`config.mk`:
```
export PLATFORM = sky130hd
export DESIGN_NAME = isf_status_flags
export DESIGN_NICKNAME = d
export VERILOG_FILES = /design/src/common/isf_pkg.sv /design/src/hdl/isf_status_flags.sv
export SDC_FILE = /design/constraint.sdc
export NUM_CORES = 1
export LEC_CHECK = 0
export ABC_CLOCK_PERIOD_IN_PS = 2000
export BUFFER_PORTS_ARGS = -buffer_cell sky130_fd_sc_hd__buf_2
export CAP_MARGIN = 20
export CORE_UTILIZATION = 45
export CTS_CLUSTER_DIAMETER = 150
export DETAILED_ROUTE_END_ITERATION = 8
export GPL_TIMING_DRIVEN = 1
export HOLD_SLACK_MARGIN = 0.15
export PLACE_DENSITY = 0.69
export SLEW_MARGIN = 25
export SYNTH_ARGS = -nofsm -noshare
export SYNTH_HDL_FRONTEND = slang
export SYNTH_SLANG_ARGS = --single-unit
```
`constraint.sdc`:
```
create_clock -name clk -period 2 [get_ports clk]
set_clock_uncertainty 0.05 [all_clocks]
set_input_delay 0.5 -clock clk [delete_from_list [all_inputs] [get_ports clk]]
set_output_delay 0.5 -clock clk [all_outputs]
set_load 0.005 [all_outputs]
```
`src/common/isf_pkg.sv`:
```
package isf_pkg;

	// ************************************************************
	// Register map (byte offsets on the plain register port)
	// ************************************************************
	localparam int ADDR_W = 3;
	localparam logic [2:0] ADDR_CTRL = 3'h0;
	localparam logic [2:0] ADDR_STAT1 = 3'h1;
	localparam logic [2:0] ADDR_STAT2 = 3'h2;
	localparam logic [2:0] ADDR_DATA = 3'h3;

	// ************************************************************
	// Control register field positions
	// ************************************************************
	localparam int CTRL_ITE = 0;
	localparam int CTRL_STOP = 1;
	localparam int CTRL_ACK = 2;
	localparam int CTRL_START = 3;
	localparam int CTRL_GENERAL_CALL_ENABLE = 4;
	localparam int CTRL_PE = 5;

	// ************************************************************
	// Status field positions
	// ************************************************************
	localparam int S1_SB = 0;
	localparam int S1_MSL = 1;
	localparam int S1_OWN_ADDRESS_HIT = 2;
	localparam int S1_BTF = 3;
	localparam int S1_BUSY = 4;
	localparam int S1_TRA = 5;
	localparam int S1_TEN_BIT_HEADER_SENT = 6;
	localparam int S1_EVF = 7;
	localparam int S2_GENERAL_CALL_SEEN = 0;
	localparam int S2_BUS_ERROR = 1;
	localparam int S2_ARBITRATION_LOST = 2;
	localparam int S2_STOP_SEEN = 3;
	localparam int S2_AF = 4;

	// ************************************************************
	// Reset values
	// ************************************************************
	localparam logic [7:0] CTRL_RST = 8'h00;
	localparam logic [7:0] STAT2_RST = 8'h00;
	localparam logic [7:0] DATA_RST = 8'h00;
	localparam logic [7:0] RDATA_RST = 8'h00;
	localparam logic [2:0] PIN_SYNC_RST = 3'h7;

	// Event pulses from the byte engine, same clock domain
	typedef struct packed {
		logic byte_tx;
		logic byte_rx;
		logic addr_match;
		logic gen_call;
		logic start_gen;
		logic no_ack;
		logic arb_lost;
		logic misplaced;
		logic hdr10_sent;
		logic maddr_sent;
		logic [7:0] rx_byte;
	} isf_evt_t;

	// One register port request
	typedef struct packed {
		logic [ADDR_W-1:0] addr;
		logic [7:0] wdata;
		logic wr;
		logic rd;
	} isf_req_t;

endpackage

```
`src/hdl/isf_status_flags.sv`:
```
`timescale 1ns/1ps
module isf_status_flags
	import isf_pkg::*;
(
	// Clock, reset, enable
	input wire logic clk,
	input wire logic srst,
	input wire logic ce,
	// Register port
	input wire isf_req_t req,
	output logic [7:0] rdata,
	// Byte engine
	input wire isf_evt_t evt,
	output logic start_req_o,
	output logic stop_req_o,
	output logic ack_en_o,
	output logic pe_o,
	output logic [7:0] tx_data_o,
	output logic tx_load_o,
	// Bus pins
	input wire logic scl_i,
	input wire logic sda_i,
	output logic scl_o,
	output logic scl_oe,
	// Interrupt
	input wire logic global_mask,
	output logic irq_o
);

	// ************************************************************
	// Declarations
	// ************************************************************
	logic [2:0] scl_s_q;
	logic [2:0] sda_s_q;
	logic scl_f_q, sda_f_q, scl_p_q, sda_p_q;
	logic start_det, stop_det;
	logic pe_q, general_call_enable_q, start_q, ack_q, stop_q, ite_q;
	logic btf_q, tra_q, own_address_hit_q, msl_q, sb_q, ten_bit_header_sent_q, ev6_q, busy_q;
	logic af_q, stop_seen_q, arbitration_lost_q, bus_error_q, general_call_seen_q, acked_q;
	logic s1_arm_q, s2_arm_q;
	logic [7:0] dr_q;
	logic [7:0] rdata_q;
	logic wr_ctrl, rd_s1, rd_s2, rd_dr, wr_dr, any_acc;
	logic event_flag, errs, hold;
	logic [7:0] sr1_v, sr2_v, ctrl_v;

	// ************************************************************
	// Pin sampling and start/stop detection
	// ************************************************************

	// Three stages; a level counts once the last two agree
	always_ff @(posedge clk) begin
		if (srst) begin
			scl_s_q <= PIN_SYNC_RST;
			sda_s_q <= PIN_SYNC_RST;
		end else if (ce) begin
			scl_s_q <= {scl_s_q[1:0], scl_i};
			sda_s_q <= {sda_s_q[1:0], sda_i};
		end
	end

	// Filtered levels and their previous values; idle bus is high
	always_ff @(posedge clk) begin
		if (srst) begin
			scl_f_q <= 1'b1;
			sda_f_q <= 1'b1;
			scl_p_q <= 1'b1;
			sda_p_q <= 1'b1;
		end else if (ce) begin
			if (scl_s_q[1] == scl_s_q[2]) begin
				scl_f_q <= scl_s_q[2];
			end
			if (sda_s_q[1] == sda_s_q[2]) begin
				sda_f_q <= sda_s_q[2];
			end
			scl_p_q <= scl_f_q;
			sda_p_q <= sda_f_q;
		end
	end

	// Data edge while clock stays high marks start or stop
	assign start_det = scl_f_q & scl_p_q & sda_p_q & ~sda_f_q;
	assign stop_det = scl_f_q & scl_p_q & ~sda_p_q & sda_f_q;

	// ************************************************************
	// Register port decode and access sequencing
	// ************************************************************
	assign wr_ctrl = ce & req.wr & (req.addr == ADDR_CTRL);
	assign rd_s1 = ce & req.rd & (req.addr == ADDR_STAT1);
	assign rd_s2 = ce & req.rd & (req.addr == ADDR_STAT2);
	assign rd_dr = ce & req.rd & (req.addr == ADDR_DATA);
	assign wr_dr = ce & req.wr & (req.addr == ADDR_DATA);
	assign any_acc = ce & (req.rd | req.wr);

	// A status read arms the next access only; anything else disarms.
	// A byte, start, header or address-sent event with no access in its cycle also disarms: a read taken
	// in an earlier cycle must not let a later data access clear it unseen.
	always_ff @(posedge clk) begin
		if (srst) begin
			s1_arm_q <= 1'b0;
			s2_arm_q <= 1'b0;
		end else if (any_acc) begin
			s1_arm_q <= rd_s1;
			s2_arm_q <= rd_s2;
		end else if (ce && (evt.byte_tx || evt.byte_rx || evt.start_gen
			|| evt.hdr10_sent || evt.maddr_sent)) begin
			s1_arm_q <= 1'b0;
			s2_arm_q <= 1'b0;
		end
	end

	// ************************************************************
	// Control register
	// ************************************************************

	// First write while disabled only sets the enable, so a stale
	// image cannot launch a start before the pins are handed over
	always_ff @(posedge clk) begin
		if (srst) begin
			{pe_q, general_call_enable_q, start_q, ack_q, stop_q, ite_q} <= 6'h00;
		end else if (ce) begin
			if (wr_ctrl) begin
				pe_q <= req.wdata[CTRL_PE];
				if (pe_q) begin
					general_call_enable_q <= req.wdata[CTRL_GENERAL_CALL_ENABLE];
					start_q <= req.wdata[CTRL_START];
					ack_q <= req.wdata[CTRL_ACK];
					stop_q <= req.wdata[CTRL_STOP];
					ite_q <= req.wdata[CTRL_ITE];
				end
			end
			if (evt.start_gen) begin
				start_q <= 1'b0;
			end
			if (stop_det && msl_q) begin
				stop_q <= 1'b0;
			end
			// Stop request survives disable
			if (!pe_q) begin
				{general_call_enable_q, start_q, ack_q, ite_q} <= 4'h0;
			end
		end
	end

	// ************************************************************
	// Data register
	// ************************************************************

	// Received byte lands after a same-cycle software write
	always_ff @(posedge clk) begin
		if (srst) begin
			dr_q <= DATA_RST;
		end else if (ce) begin
			if (wr_dr) begin
				dr_q <= req.wdata;
			end
			if (evt.byte_rx && pe_q) begin
				dr_q <= evt.rx_byte;
			end
		end
	end

	// ************************************************************
	// Status one flags
	// ************************************************************

	// Bus activity is followed regardless of enable
	always_ff @(posedge clk) begin
		if (srst) begin
			busy_q <= 1'b0;
		end else if (ce) begin
			if (stop_det) begin
				busy_q <= 1'b0;
			end
			if (start_det) begin
				busy_q <= 1'b1;
			end
		end
	end

	// Byte finished; set wins over the clearing data access
	always_ff @(posedge clk) begin
		if (srst) begin
			btf_q <= 1'b0;
		end else if (ce) begin
			if (!pe_q) begin
				btf_q <= 1'b0;
			end else begin
				if (s1_arm_q && (rd_dr || wr_dr)) begin
					btf_q <= 1'b0;
				end
				if (evt.byte_tx) begin
					btf_q <= 1'b1;
				end
				if (evt.byte_rx) begin
					btf_q <= 1'b1;
				end
			end
		end
	end

	// Direction of the last finished byte
	always_ff @(posedge clk) begin
		if (srst) begin
			tra_q <= 1'b0;
		end else if (ce) begin
			if (!pe_q || stop_det || evt.arb_lost) begin
				tra_q <= 1'b0;
			end else begin
				if (s1_arm_q && (rd_dr || wr_dr)) begin
					tra_q <= 1'b0;
				end
				if (evt.byte_rx) begin
					tra_q <= 1'b0;
				end
				if (evt.byte_tx) begin
					tra_q <= 1'b1;
				end
			end
		end
	end

	// Address hit, plain or general call
	always_ff @(posedge clk) begin
		if (srst) begin
			own_address_hit_q <= 1'b0;
		end else if (ce) begin
			if (!pe_q) begin
				own_address_hit_q <= 1'b0;
			end else begin
				if (rd_s1) begin
					own_address_hit_q <= 1'b0;
				end
				if (evt.addr_match || (evt.gen_call && general_call_enable_q)) begin
					own_address_hit_q <= 1'b1;
				end
			end
		end
	end

	// Master mode; a start request in the loss cycle wins
	always_ff @(posedge clk) begin
		if (srst) begin
			msl_q <= 1'b0;
		end else if (ce) begin
			if (!pe_q) begin
				msl_q <= 1'b0;
			end else begin
				if (stop_det || evt.arb_lost) begin
					msl_q <= 1'b0;
				end
				if (wr_ctrl && req.wdata[CTRL_START]) begin
					msl_q <= 1'b1;
				end
			end
		end
	end

	// Start sent, header sent and master address sent events
	always_ff @(posedge clk) begin
		if (srst) begin
			sb_q <= 1'b0;
			ten_bit_header_sent_q <= 1'b0;
			ev6_q <= 1'b0;
		end else if (ce) begin
			if (!pe_q) begin
				{sb_q, ten_bit_header_sent_q, ev6_q} <= 3'h0;
			end else begin
				if (s1_arm_q && wr_dr) begin
					sb_q <= 1'b0;
				end
				if (s2_arm_q && wr_dr) begin
					ten_bit_header_sent_q <= 1'b0;
				end
				if (s1_arm_q && wr_ctrl) begin
					ev6_q <= 1'b0;
				end
				if (evt.start_gen && start_q) begin
					sb_q <= 1'b1;
				end
				if (evt.hdr10_sent) begin
					ten_bit_header_sent_q <= 1'b1;
				end
				if (evt.maddr_sent) begin
					ev6_q <= 1'b1;
				end
			end
		end
	end

	// ************************************************************
	// Status two flags
	// ************************************************************

	// Remembers an acknowledge we gave since the last start or stop
	always_ff @(posedge clk) begin
		if (srst) begin
			acked_q <= 1'b0;
		end else if (ce) begin
			if (start_det || stop_det || !pe_q) begin
				acked_q <= 1'b0;
			end
			if ((evt.addr_match || evt.byte_rx) && ack_q) begin
				acked_q <= 1'b1;
			end
		end
	end

	// Error flags clear on a status_two read; a new event wins
	always_ff @(posedge clk) begin
		if (srst) begin
			{af_q, stop_seen_q, arbitration_lost_q, bus_error_q} <= 4'h0;
		end else if (ce) begin
			if (!pe_q) begin
				{af_q, stop_seen_q, arbitration_lost_q, bus_error_q} <= 4'h0;
			end else begin
				if (rd_s2) begin
					{af_q, stop_seen_q, arbitration_lost_q, bus_error_q} <= 4'h0;
				end
				if (evt.no_ack) begin
					af_q <= 1'b1;
				end
				if (stop_det && acked_q && ack_q && !msl_q) begin
					stop_seen_q <= 1'b1;
				end
				if (evt.arb_lost) begin
					arbitration_lost_q <= 1'b1;
				end
				if (evt.misplaced) begin
					bus_error_q <= 1'b1;
				end
			end
		end
	end

	// General call, cleared by hardware only
	always_ff @(posedge clk) begin
		if (srst) begin
			general_call_seen_q <= 1'b0;
		end else if (ce) begin
			if (!pe_q || stop_det) begin
				general_call_seen_q <= 1'b0;
			end else if (evt.gen_call && general_call_enable_q) begin
				general_call_seen_q <= 1'b1;
			end
		end
	end

	// ************************************************************
	// Summary, clock hold, interrupt, outputs
	// ************************************************************
	assign errs = af_q | stop_seen_q | arbitration_lost_q | bus_error_q;
	assign event_flag = btf_q | own_address_hit_q | sb_q | errs | ten_bit_header_sent_q | ev6_q;
	// Error flags release the clock so software can recover the bus
	assign hold = pe_q & (btf_q | own_address_hit_q | sb_q | ten_bit_header_sent_q | ev6_q)
		& ~errs;
	assign scl_o = 1'b0;
	assign scl_oe = hold;
	assign irq_o = event_flag & ite_q & ~global_mask;
	assign ack_en_o = ack_q & pe_q;
	assign start_req_o = start_q;
	assign stop_req_o = stop_q;
	assign pe_o = pe_q;
	assign tx_data_o = dr_q;
	assign tx_load_o = wr_dr & pe_q;

	// Register images
	assign sr1_v = {event_flag, ten_bit_header_sent_q, tra_q, busy_q, btf_q, own_address_hit_q, msl_q,
		sb_q};
	assign sr2_v = {3'h0, af_q, stop_seen_q, arbitration_lost_q, bus_error_q, general_call_seen_q};
	assign ctrl_v = {2'h0, pe_q, general_call_enable_q, start_q, ack_q, stop_q, ite_q};

	// Read data stands one cycle after the strobe only
	always_ff @(posedge clk) begin
		if (srst) begin
			rdata_q <= RDATA_RST;
		end else if (ce) begin
			rdata_q <= RDATA_RST;
			if (req.rd) begin
				unique case (req.addr)
					ADDR_CTRL: rdata_q <= ctrl_v;
					ADDR_STAT1: rdata_q <= sr1_v;
					ADDR_STAT2: rdata_q <= sr2_v;
					ADDR_DATA: rdata_q <= dr_q;
					default: rdata_q <= RDATA_RST;
				endcase
			end
		end
	end
	assign rdata = rdata_q;
endmodule // isf_status_flags

```
==> results.cfg, run 1 <==
[synth]
synth_edf_count = 0
synth_cell_types = 50
synth_ff_type = dfxtp_1
syn_inst = 283
synth_top_area_share = 0.387
ys_seq_elements = 48
yosysWarnings = 0
ys_seq_area_frac = 0.387
syn_nets = 320
syn-cell-area_um2 = 2490
netlist_top_cells_area = dfxtp_1 (39%), mux4_2 (4.5%), a21oi_1 (4.4%)
syn_avg_cell_area_um2 = 8.78
synthArstFlopShare = 0
yosysTopAreaCell = dfxtp_1

[setup_path]
reg2reg_setup_slack_ps = 350
end_kind = output port
crit_fanout = 3
crit_path_start_kind = register
cp_data_arrival_time_ps = 1370
crit_required_ps = 1450
critPathKind = reg -> out

[timing]
finalSetupViolCount = 0
fmax_ghz = 0.521
min_period_ps = 1920
hold_violations = 0
worst_slew_pin_slew_ps = 511
slew_headroom = 0.650
maxSlewViolCount = 0
period_share = 0.959
rsz0062_at_grt = false
tns_ps = 0

[die]
start_util = 0.478
io_pins = 61
die_h_um = 76.3
dieArea_um2 = 5830
core_area_um2 = 5200
die_w_um = 76.3
num_rows = 26

[pwr]
powerDensity_nw_per_um2 = 628
ir_worst_vdd_uv = 262
p_leak_nw = 1.21
total_power_w = 0.00190

[clock_tree]
clock-sinks = 48
clk_pin_slew_ps = 90
clock_latency_ps = 300
cts-root-buf = clkbuf_8
cts_tree = done
holdBufCountCts = 0
clk_path_buf_depth = 2
cts_buffers = 5
cts_max_level = 2
post_cts_buffers = 0

[grt]
grt_first_pass_wirelength_mm = 11.2
grt.overflow.total = 0
grt_start_max_net_pins = 32
antenna_found_initial = 0
grt_pass1_vias = 2231
track_usage = 0.240

[drt]
drc = 0
drt_iter0_markers = 247
wl_per_cell_um = 16.6
ant_nets = 0
vias = 2475
vias_per_cell = 5.96
wirelength_mm = 6.88
drt-pass1-iter-count = 5

[place]
routabilityCongestion = 0.893
dp_hpwl_mm = 5.15
portBuffers = 59

[finish]
synthToLayoutAreaGrowth_pct = 22.0
antenna_cells = 0
multi_input_area_um2 = 1370
final_cell_mix = buf_2 (59), dfxtp_1 (46), a21oi_1 (22), inv_1 (20), buf_4 (18)
n_fill_cell = 487
drive_above_1_share = 0.275
seqCellArea_um2 = 963
mostFrequentLayoutCell = buf_2
final_nets = 381

[job]
maxCapViolCount = 0

[status]
status = completed

[worst_hold_path]
hold_class = in -> reg
## repair_timing
action                                  in CTS  in global routing
resized for setup                            1                  4
gates cloned                                 0                  0
endpoints found under the setup margin       1                  1
pin swaps                                    0                  1
## worst paths after layout
check | from | end | cells past startpoint
worst max-delay path | af_q | irq_o | 4
worst min-delay path | evt[10] | bus_error_q | 2
worst max register to register | pe_o | tx_data_o[7] | 5
worst min register to register | scl_s_q[2] | scl_s_q[2] | 2
## state kept, by name, indices dropped and copies added (netlist names), 3 cells and up
name and cells:
tx_data_o 8, scl_s_q 3, sda_s_q 3, rdata 8
## per-stage QoR
stage	utilization	instance area (um2)	instances	hold slack [ps]	setup WS, ps
floorplan	-	2490	283	380	333
global placement	0.558	2900	407	386	173
detailed placement	0.558	2900	407	395	123
CTS	0.580	3020	415	338	16.0
global route	0.583	3030	415	337	0.0281
finish	0.583	3030	415	343	81.4
## final cells by class
| class | instances | area share |
|---|---|---|
| inverter | 20 | 0.0248 |
| tap | 70 | 0.0289 |
| multi-input combinational | 192 | 0.451 |
| sequential | 48 | 0.318 |
| clock inverter | 2 | 0.0116 |
| timing repair buffer | 77 | 0.142 |
| clock buffer | 6 | 0.0239 |
## cell families (layout without fill, tap and decap cells)
family | after synthesis | in the layout | share of synthesized area
AOI/OAI and AO/OA | 101 | 101 | 0.287
other | 1 | 1 | 0.00151
xor gates and xnor gates | 1 | 1 | 0.00352
and+or+nand+nor | 82 | 82 | 0.197
muxes | 7 | 7 | 0.0539
DFF | 48 | 48 | 0.387
buffers and inverters | 43 | 105 | 0.0710
## worst max-delay path, stage by stage (launching register included)
cell	delay (ps)
dfxtp_2	350
nor4_4	320
and3_4	230
nor3b_1	50
buf_2	120
## cells in the mapped netlist (all sizes together), types with 7 or more instances
| cell | count |
|---|---|
| a2111oi | 8 |
| a211o | 7 |
| a211oi | 9 |
| a21boi | 8 |
| a21oi | 22 |
| and3 | 9 |
| buf | 7 |
| clkbuf | 16 |
| dfxtp | 48 |
| inv | 20 |
| nand2 | 10 |
| nand2b | 10 |
| nor2 | 11 |
| nor2b | 8 |
| o211ai | 7 |
| o21ai | 10 |
## routing by layer
layer / share of wire / global-route usage / vias to the layer above
li1: - / - / 1186
met1: 0.47 / 0.341 / 1159
met2: 0.43 / 0.357 / 110
met3: 0.065 / 0.0383 / 20
met4: 0.031 / 0.108 / 0
met5: 0 / 0 / -
## power by group
part,internal [W],switching (W),total (W)
logic,0.000100,0.000125,0.000225
clock network,0.000371,0.000315,0.000686
registers,0.000975,0.0000176,0.000992
Power figures use the tool's default switching activity.
==> inputs of run 2 (changes only) <==
Settings changed: SETUP_SLACK_MARGIN set to 0.15.
==> results.cfg, run 2 (synthesis gave the netlist of run 1 again) <==
[status]
status = completed

[die]
io_pins = 61
core_area_um2 = 5200
num_rows = 26
dieArea_um2 = 5830
die_w_um = 76.3
start_util = 0.478
die_h_um = 76.3

[setup_path]
critPathKind = reg -> out
crit_family = simple AND/OR/NAND/NOR gates
cp_num_buf_inv = 1
crit_cells = 4
crit_path_start_kind = register
crit_required_ps = 1450
crit_slowest_cell = dfxtp_2
worstPathCellList = nor4_4, and3_4, nor3b_1, buf_2
slowest_delay_ps = 350
cp_data_arrival_time_ps = 1350
r2r_cells = 5
end_kind = output port
crit_fanout = 3

[timing]
slew_headroom = 0.635
maxSlewViolCount = 0
hold_violations = 0
min_period_ps = 1900
worst_slack_ps = 99.0
fmax_ghz = 0.526
finalSetupViolCount = 0
fin_hold_ws_ps = 343
period_share = 0.950
rsz0062_at_grt = true
worst_slew_pin_slew_ps = 534

[clock_tree]
cts_tree = done
cts-root-buf = clkbuf_8
cts_max_level = 2
clk_pin_slew_ps = 90
clock_latency_ps = 300
clock-sinks = 48
cts_buffers = 5
clk_path_buf_depth = 2

[drt]
vias = 2472
wl_per_cell_um = 16.4
ant_nets = 0
drt-pass1-iter-count = 5
drc = 0
drt_iter0_markers = 282
wirelength_mm = 6.83
vias_per_cell = 5.96

[place]
portBuffers = 59
routabilityCongestion = 0.893
dp_hpwl_mm = 5.15
placed_area_um2 = 2900
dp.cells = 407
dpl_worst_slack_ps = 123

[worst_hold_path]
hold_depth = 2
hold_class = in -> reg

[pwr]
powerDensity_nw_per_um2 = 624
switching_share = 0.238
p_leak_nw = 1.22
power.internal_w = 0.00145
pwr-share-seq = 0.522
total_power_w = 0.00190
power_frac_clock = 0.359
comb_power_share = 0.118
ir_worst_vdd_uv = 260
power_switching_w = 0.000453

[grt]
track_usage = 0.244
grt_start_max_net_pins = 32
grt_pass1_vias = 2256
grt_first_pass_wirelength_mm = 11.3
antenna_found_initial = 0
grt.overflow.total = 0

[finish]
antenna_cells = 0
final_nets = 381
final_cell_mix = buf_2 (59), dfxtp_1 (45), a21oi_1 (22), inv_1 (20), buf_4 (17)
mostFrequentLayoutCell = buf_2
drive_above_1_share = 0.278
synthToLayoutAreaGrowth_pct = 22.5
stdcell_count = 415
final_area_um2 = 3050

[job]
maxCapViolCount = 0
run 2: cell counts in the layout (fill, tap and decap cells not counted):
Identical to the previous run, type by type.
run 2: power by group through the flow:
| stage | sequential [W] | clock, W | combinational (W) |
|---|---|---|---|
| 2_1_floorplan | 0.00101 | 0 | 0.000123 |
| 3_3_place_gp | 0.00101 | 0 | 0.000216 |
| 3_5_place_dp | 0.00101 | 0 | 0.000219 |
| 4_1_cts | 0.000992 | 0.000693 | 0.000222 |
| 5_1_grt | 0.000995 | 0.000745 | 0.000248 |
| 6_report | 0.000993 | 0.000682 | 0.000225 |
run 2: timing repair:
item,in CTS,in global routing
hold buffers,0,0
gates resized for setup,6,3
setup buffers,0,0
pin swaps,1,1
setup endpoints to repair,3,3
endpoints found under the hold margin,0,0
run 2: final timing paths:
kind                                 start            to  slack, ps
worst max register to register        pe_o  tx_data_o[7]        460
worst min-delay path               evt[10]   bus_error_q        340
worst min register to register  scl_s_q[2]    scl_s_q[2]        410
worst max-delay path                  af_q         irq_o        100
run 2: area by class of cell:
type	instances	area [um2]
Inverter	20	75.1
Clock buffer	6	72.6
Clock inverter	2	35.0
Multi-Input combinational cell	192	1370
Sequential cell	48	965
Tap cell	70	87.6
Fill cell	483	2160
Timing Repair Buffer	77	443
run 2: per-layer routing:
layer | global-route usage | up-vias | routed length, um
li1 | - | 1187 | -
met1 | 0.344 | 1165 | 3210
met2 | 0.363 | 102 | 2940
met3 | 0.0431 | 18 | 474
met4 | 0.106 | 0 | 204
met5 | 0 | - | 0
run 2: worst reg2reg max path: cells and delay by family (launching register included):
kind            cells  cell delay (ps)
flops               1              340
compound gates      2              540
simple gates        1              140
buf+inv             2              350
run 2: through the flow:
stage	TNS [ps]	utilization
floorplan	0	-
global placement	0	0.558
global route	-11.1	0.585
detailed placement	0	0.558
CTS	0	0.583
finish	0	0.585
==> inputs of run 3 (changes only) <==
Settings changed: ABC_CLOCK_PERIOD_IN_PS 2000 to 1700, PLACE_DENSITY 0.69 to 0.72.
Clock period 2 ns to 1.7 ns, I/O delays scaled along.
==> results.cfg, run 3 (synthesis gave the netlist of run 1 again) <==
[status]
status = complete, but fails checks
violations = setup timing

[die]
core_area_um2 = 5200
die_h_um = 76.3
num_rows = 26
io_pins = 61
die_w_um = 76.3
start_util = 0.478
dieArea_um2 = 5830

[timing]
min_period_ps = 1920
slew_headroom = 0.612
fmax_ghz = 0.521
period_share = 1.13
worst_slack_ps = -218
rsz0062_at_grt = true
fin_hold_ws_ps = 272
maxSlewViolCount = 0
hold_violations = 0
worst_slew_pin_slew_ps = 581
finalSetupViolCount = 2
tns_ps = -364

[drt]
ant_nets = 0
wl_per_cell_um = 16.9
vias = 2514
drc = 0
vias_per_cell = 5.89
wirelength_mm = 7.20
drt_iter0_markers = 230
drt-pass1-iter-count = 4

[clock_tree]
clk_path_buf_depth = 2
clk_pin_slew_ps = 90
cts_buffers = 5
cts_max_level = 2
cts_tree = done
clock_latency_ps = 300
cts-root-buf = clkbuf_8
clock-sinks = 48

[finish]
final_cell_mix = buf_2 (56), dfxtp_1 (44), buf_4 (29), a21oi_1 (22), inv_1 (20)
final_area_um2 = 3170
drive_above_1_share = 0.328
mostFrequentLayoutCell = buf_2
final_nets = 394
antenna_cells = 0
synthToLayoutAreaGrowth_pct = 27.6
n_fill_cell = 478
seqCellArea_um2 = 968
multi_input_area_um2 = 1400

[pwr]
comb_power_share = 0.135
switching_share = 0.264
power_frac_clock = 0.314
power_switching_w = 0.000558
ir_worst_vdd_uv = 367
pwr-share-seq = 0.550
power.internal_w = 0.00156
p_leak_nw = 1.28
powerDensity_nw_per_um2 = 667

[grt]
grt_start_max_net_pins = 33
track_usage = 0.259
grt_first_pass_wirelength_mm = 11.7
grt.overflow.total = 0
antenna_found_initial = 0
grt_pass1_vias = 2382

[job]
maxCapViolCount = 0

[place]
portBuffers = 59
dpl_worst_slack_ps = -44.7
placed_area_um2 = 2940
dp_hpwl_mm = 5.23
routabilityCongestion = 0.885

[setup_path]
crit_required_ps = 1220
cp_data_arrival_time_ps = 1440
crit_fanout = 3
end_kind = output port
critPathKind = reg -> out
crit_path_start_kind = register

[worst_hold_path]
hold_class = in -> reg
==> run 3: changes by cell type in the layout (fill, tap and decap cells not counted), sizes merged <==
| cell | before | now |
|---|---|---|
| buf | 77 | 90 |
| bufinv | 1 | 0 |
==> run 3: worst max-delay path: stages, from the launching register on <==
cell	delay, ps
dfxtp_2	350
nor4_4	370
and3_4	260
nor3b_2	50
buf_2	120
==> run 3: layout make-up <==
class	count	share of cell area
Sequential cell	48	0.305
Clock buffer	6	0.0229
Timing Repair Buffer	90	0.177
Tap cell	70	0.0276
Inverter	20	0.0237
Multi-Input combinational cell	192	0.442
Clock inverter	1	0.00158
==> run 3: path summary, 6_finish.rpt <==
| check | start | endpoint | slack (ps) | cells past startpoint |
|---|---|---|---|---|
| max | bus_error_q | irq_o | -220 | 4 |
| min | evt[10] | bus_error_q | 270 | 2 |
| max reg2reg | pe_o | tx_data_o[0] | 250 | 5 |
| min reg2reg | scl_s_q[2] | scl_s_q[2] | 410 | 2 |
==> run 3: through the flow <==
stage               std cells  utilization  power, W
floorplan                 283            -   0.00133
global placement          412        0.565   0.00145
detailed placement        412        0.565   0.00145
CTS                       425        0.598   0.00210
global route              427        0.610   0.00220
finish                    427        0.610   0.00212
==> run 3: repair_timing <==
action / in CTS / in global routing
buffers inserted: 6 / 2
gates cloned: 0 / 0
hold buffers: 0 / 0
endpoints found under the setup margin: 5 / 13
pin swaps: 3 / 5
gates resized for setup: 14 / 17
==> run 3: power groups by stage <==
stage / clock network, W / registers (W) / logic, W
2_1_floorplan: 0 / 0.00119 / 0.000145
4_1_cts: 0.000664 / 0.00116 / 0.000272
3_5_place_dp: 0 / 0.00119 / 0.000259
3_3_place_gp: 0 / 0.00119 / 0.000257
5_1_grt: 0.000723 / 0.00117 / 0.000311
6_report: 0.000666 / 0.00117 / 0.000286
==> run 3: layer usage <==
layer  up-vias  share of wire  track usage
met4         0          0.023        0.115
met3        16          0.075       0.0479
met2        96           0.45        0.397
met5         -              0            0
met1      1197           0.45        0.353
li1       1205              -            -
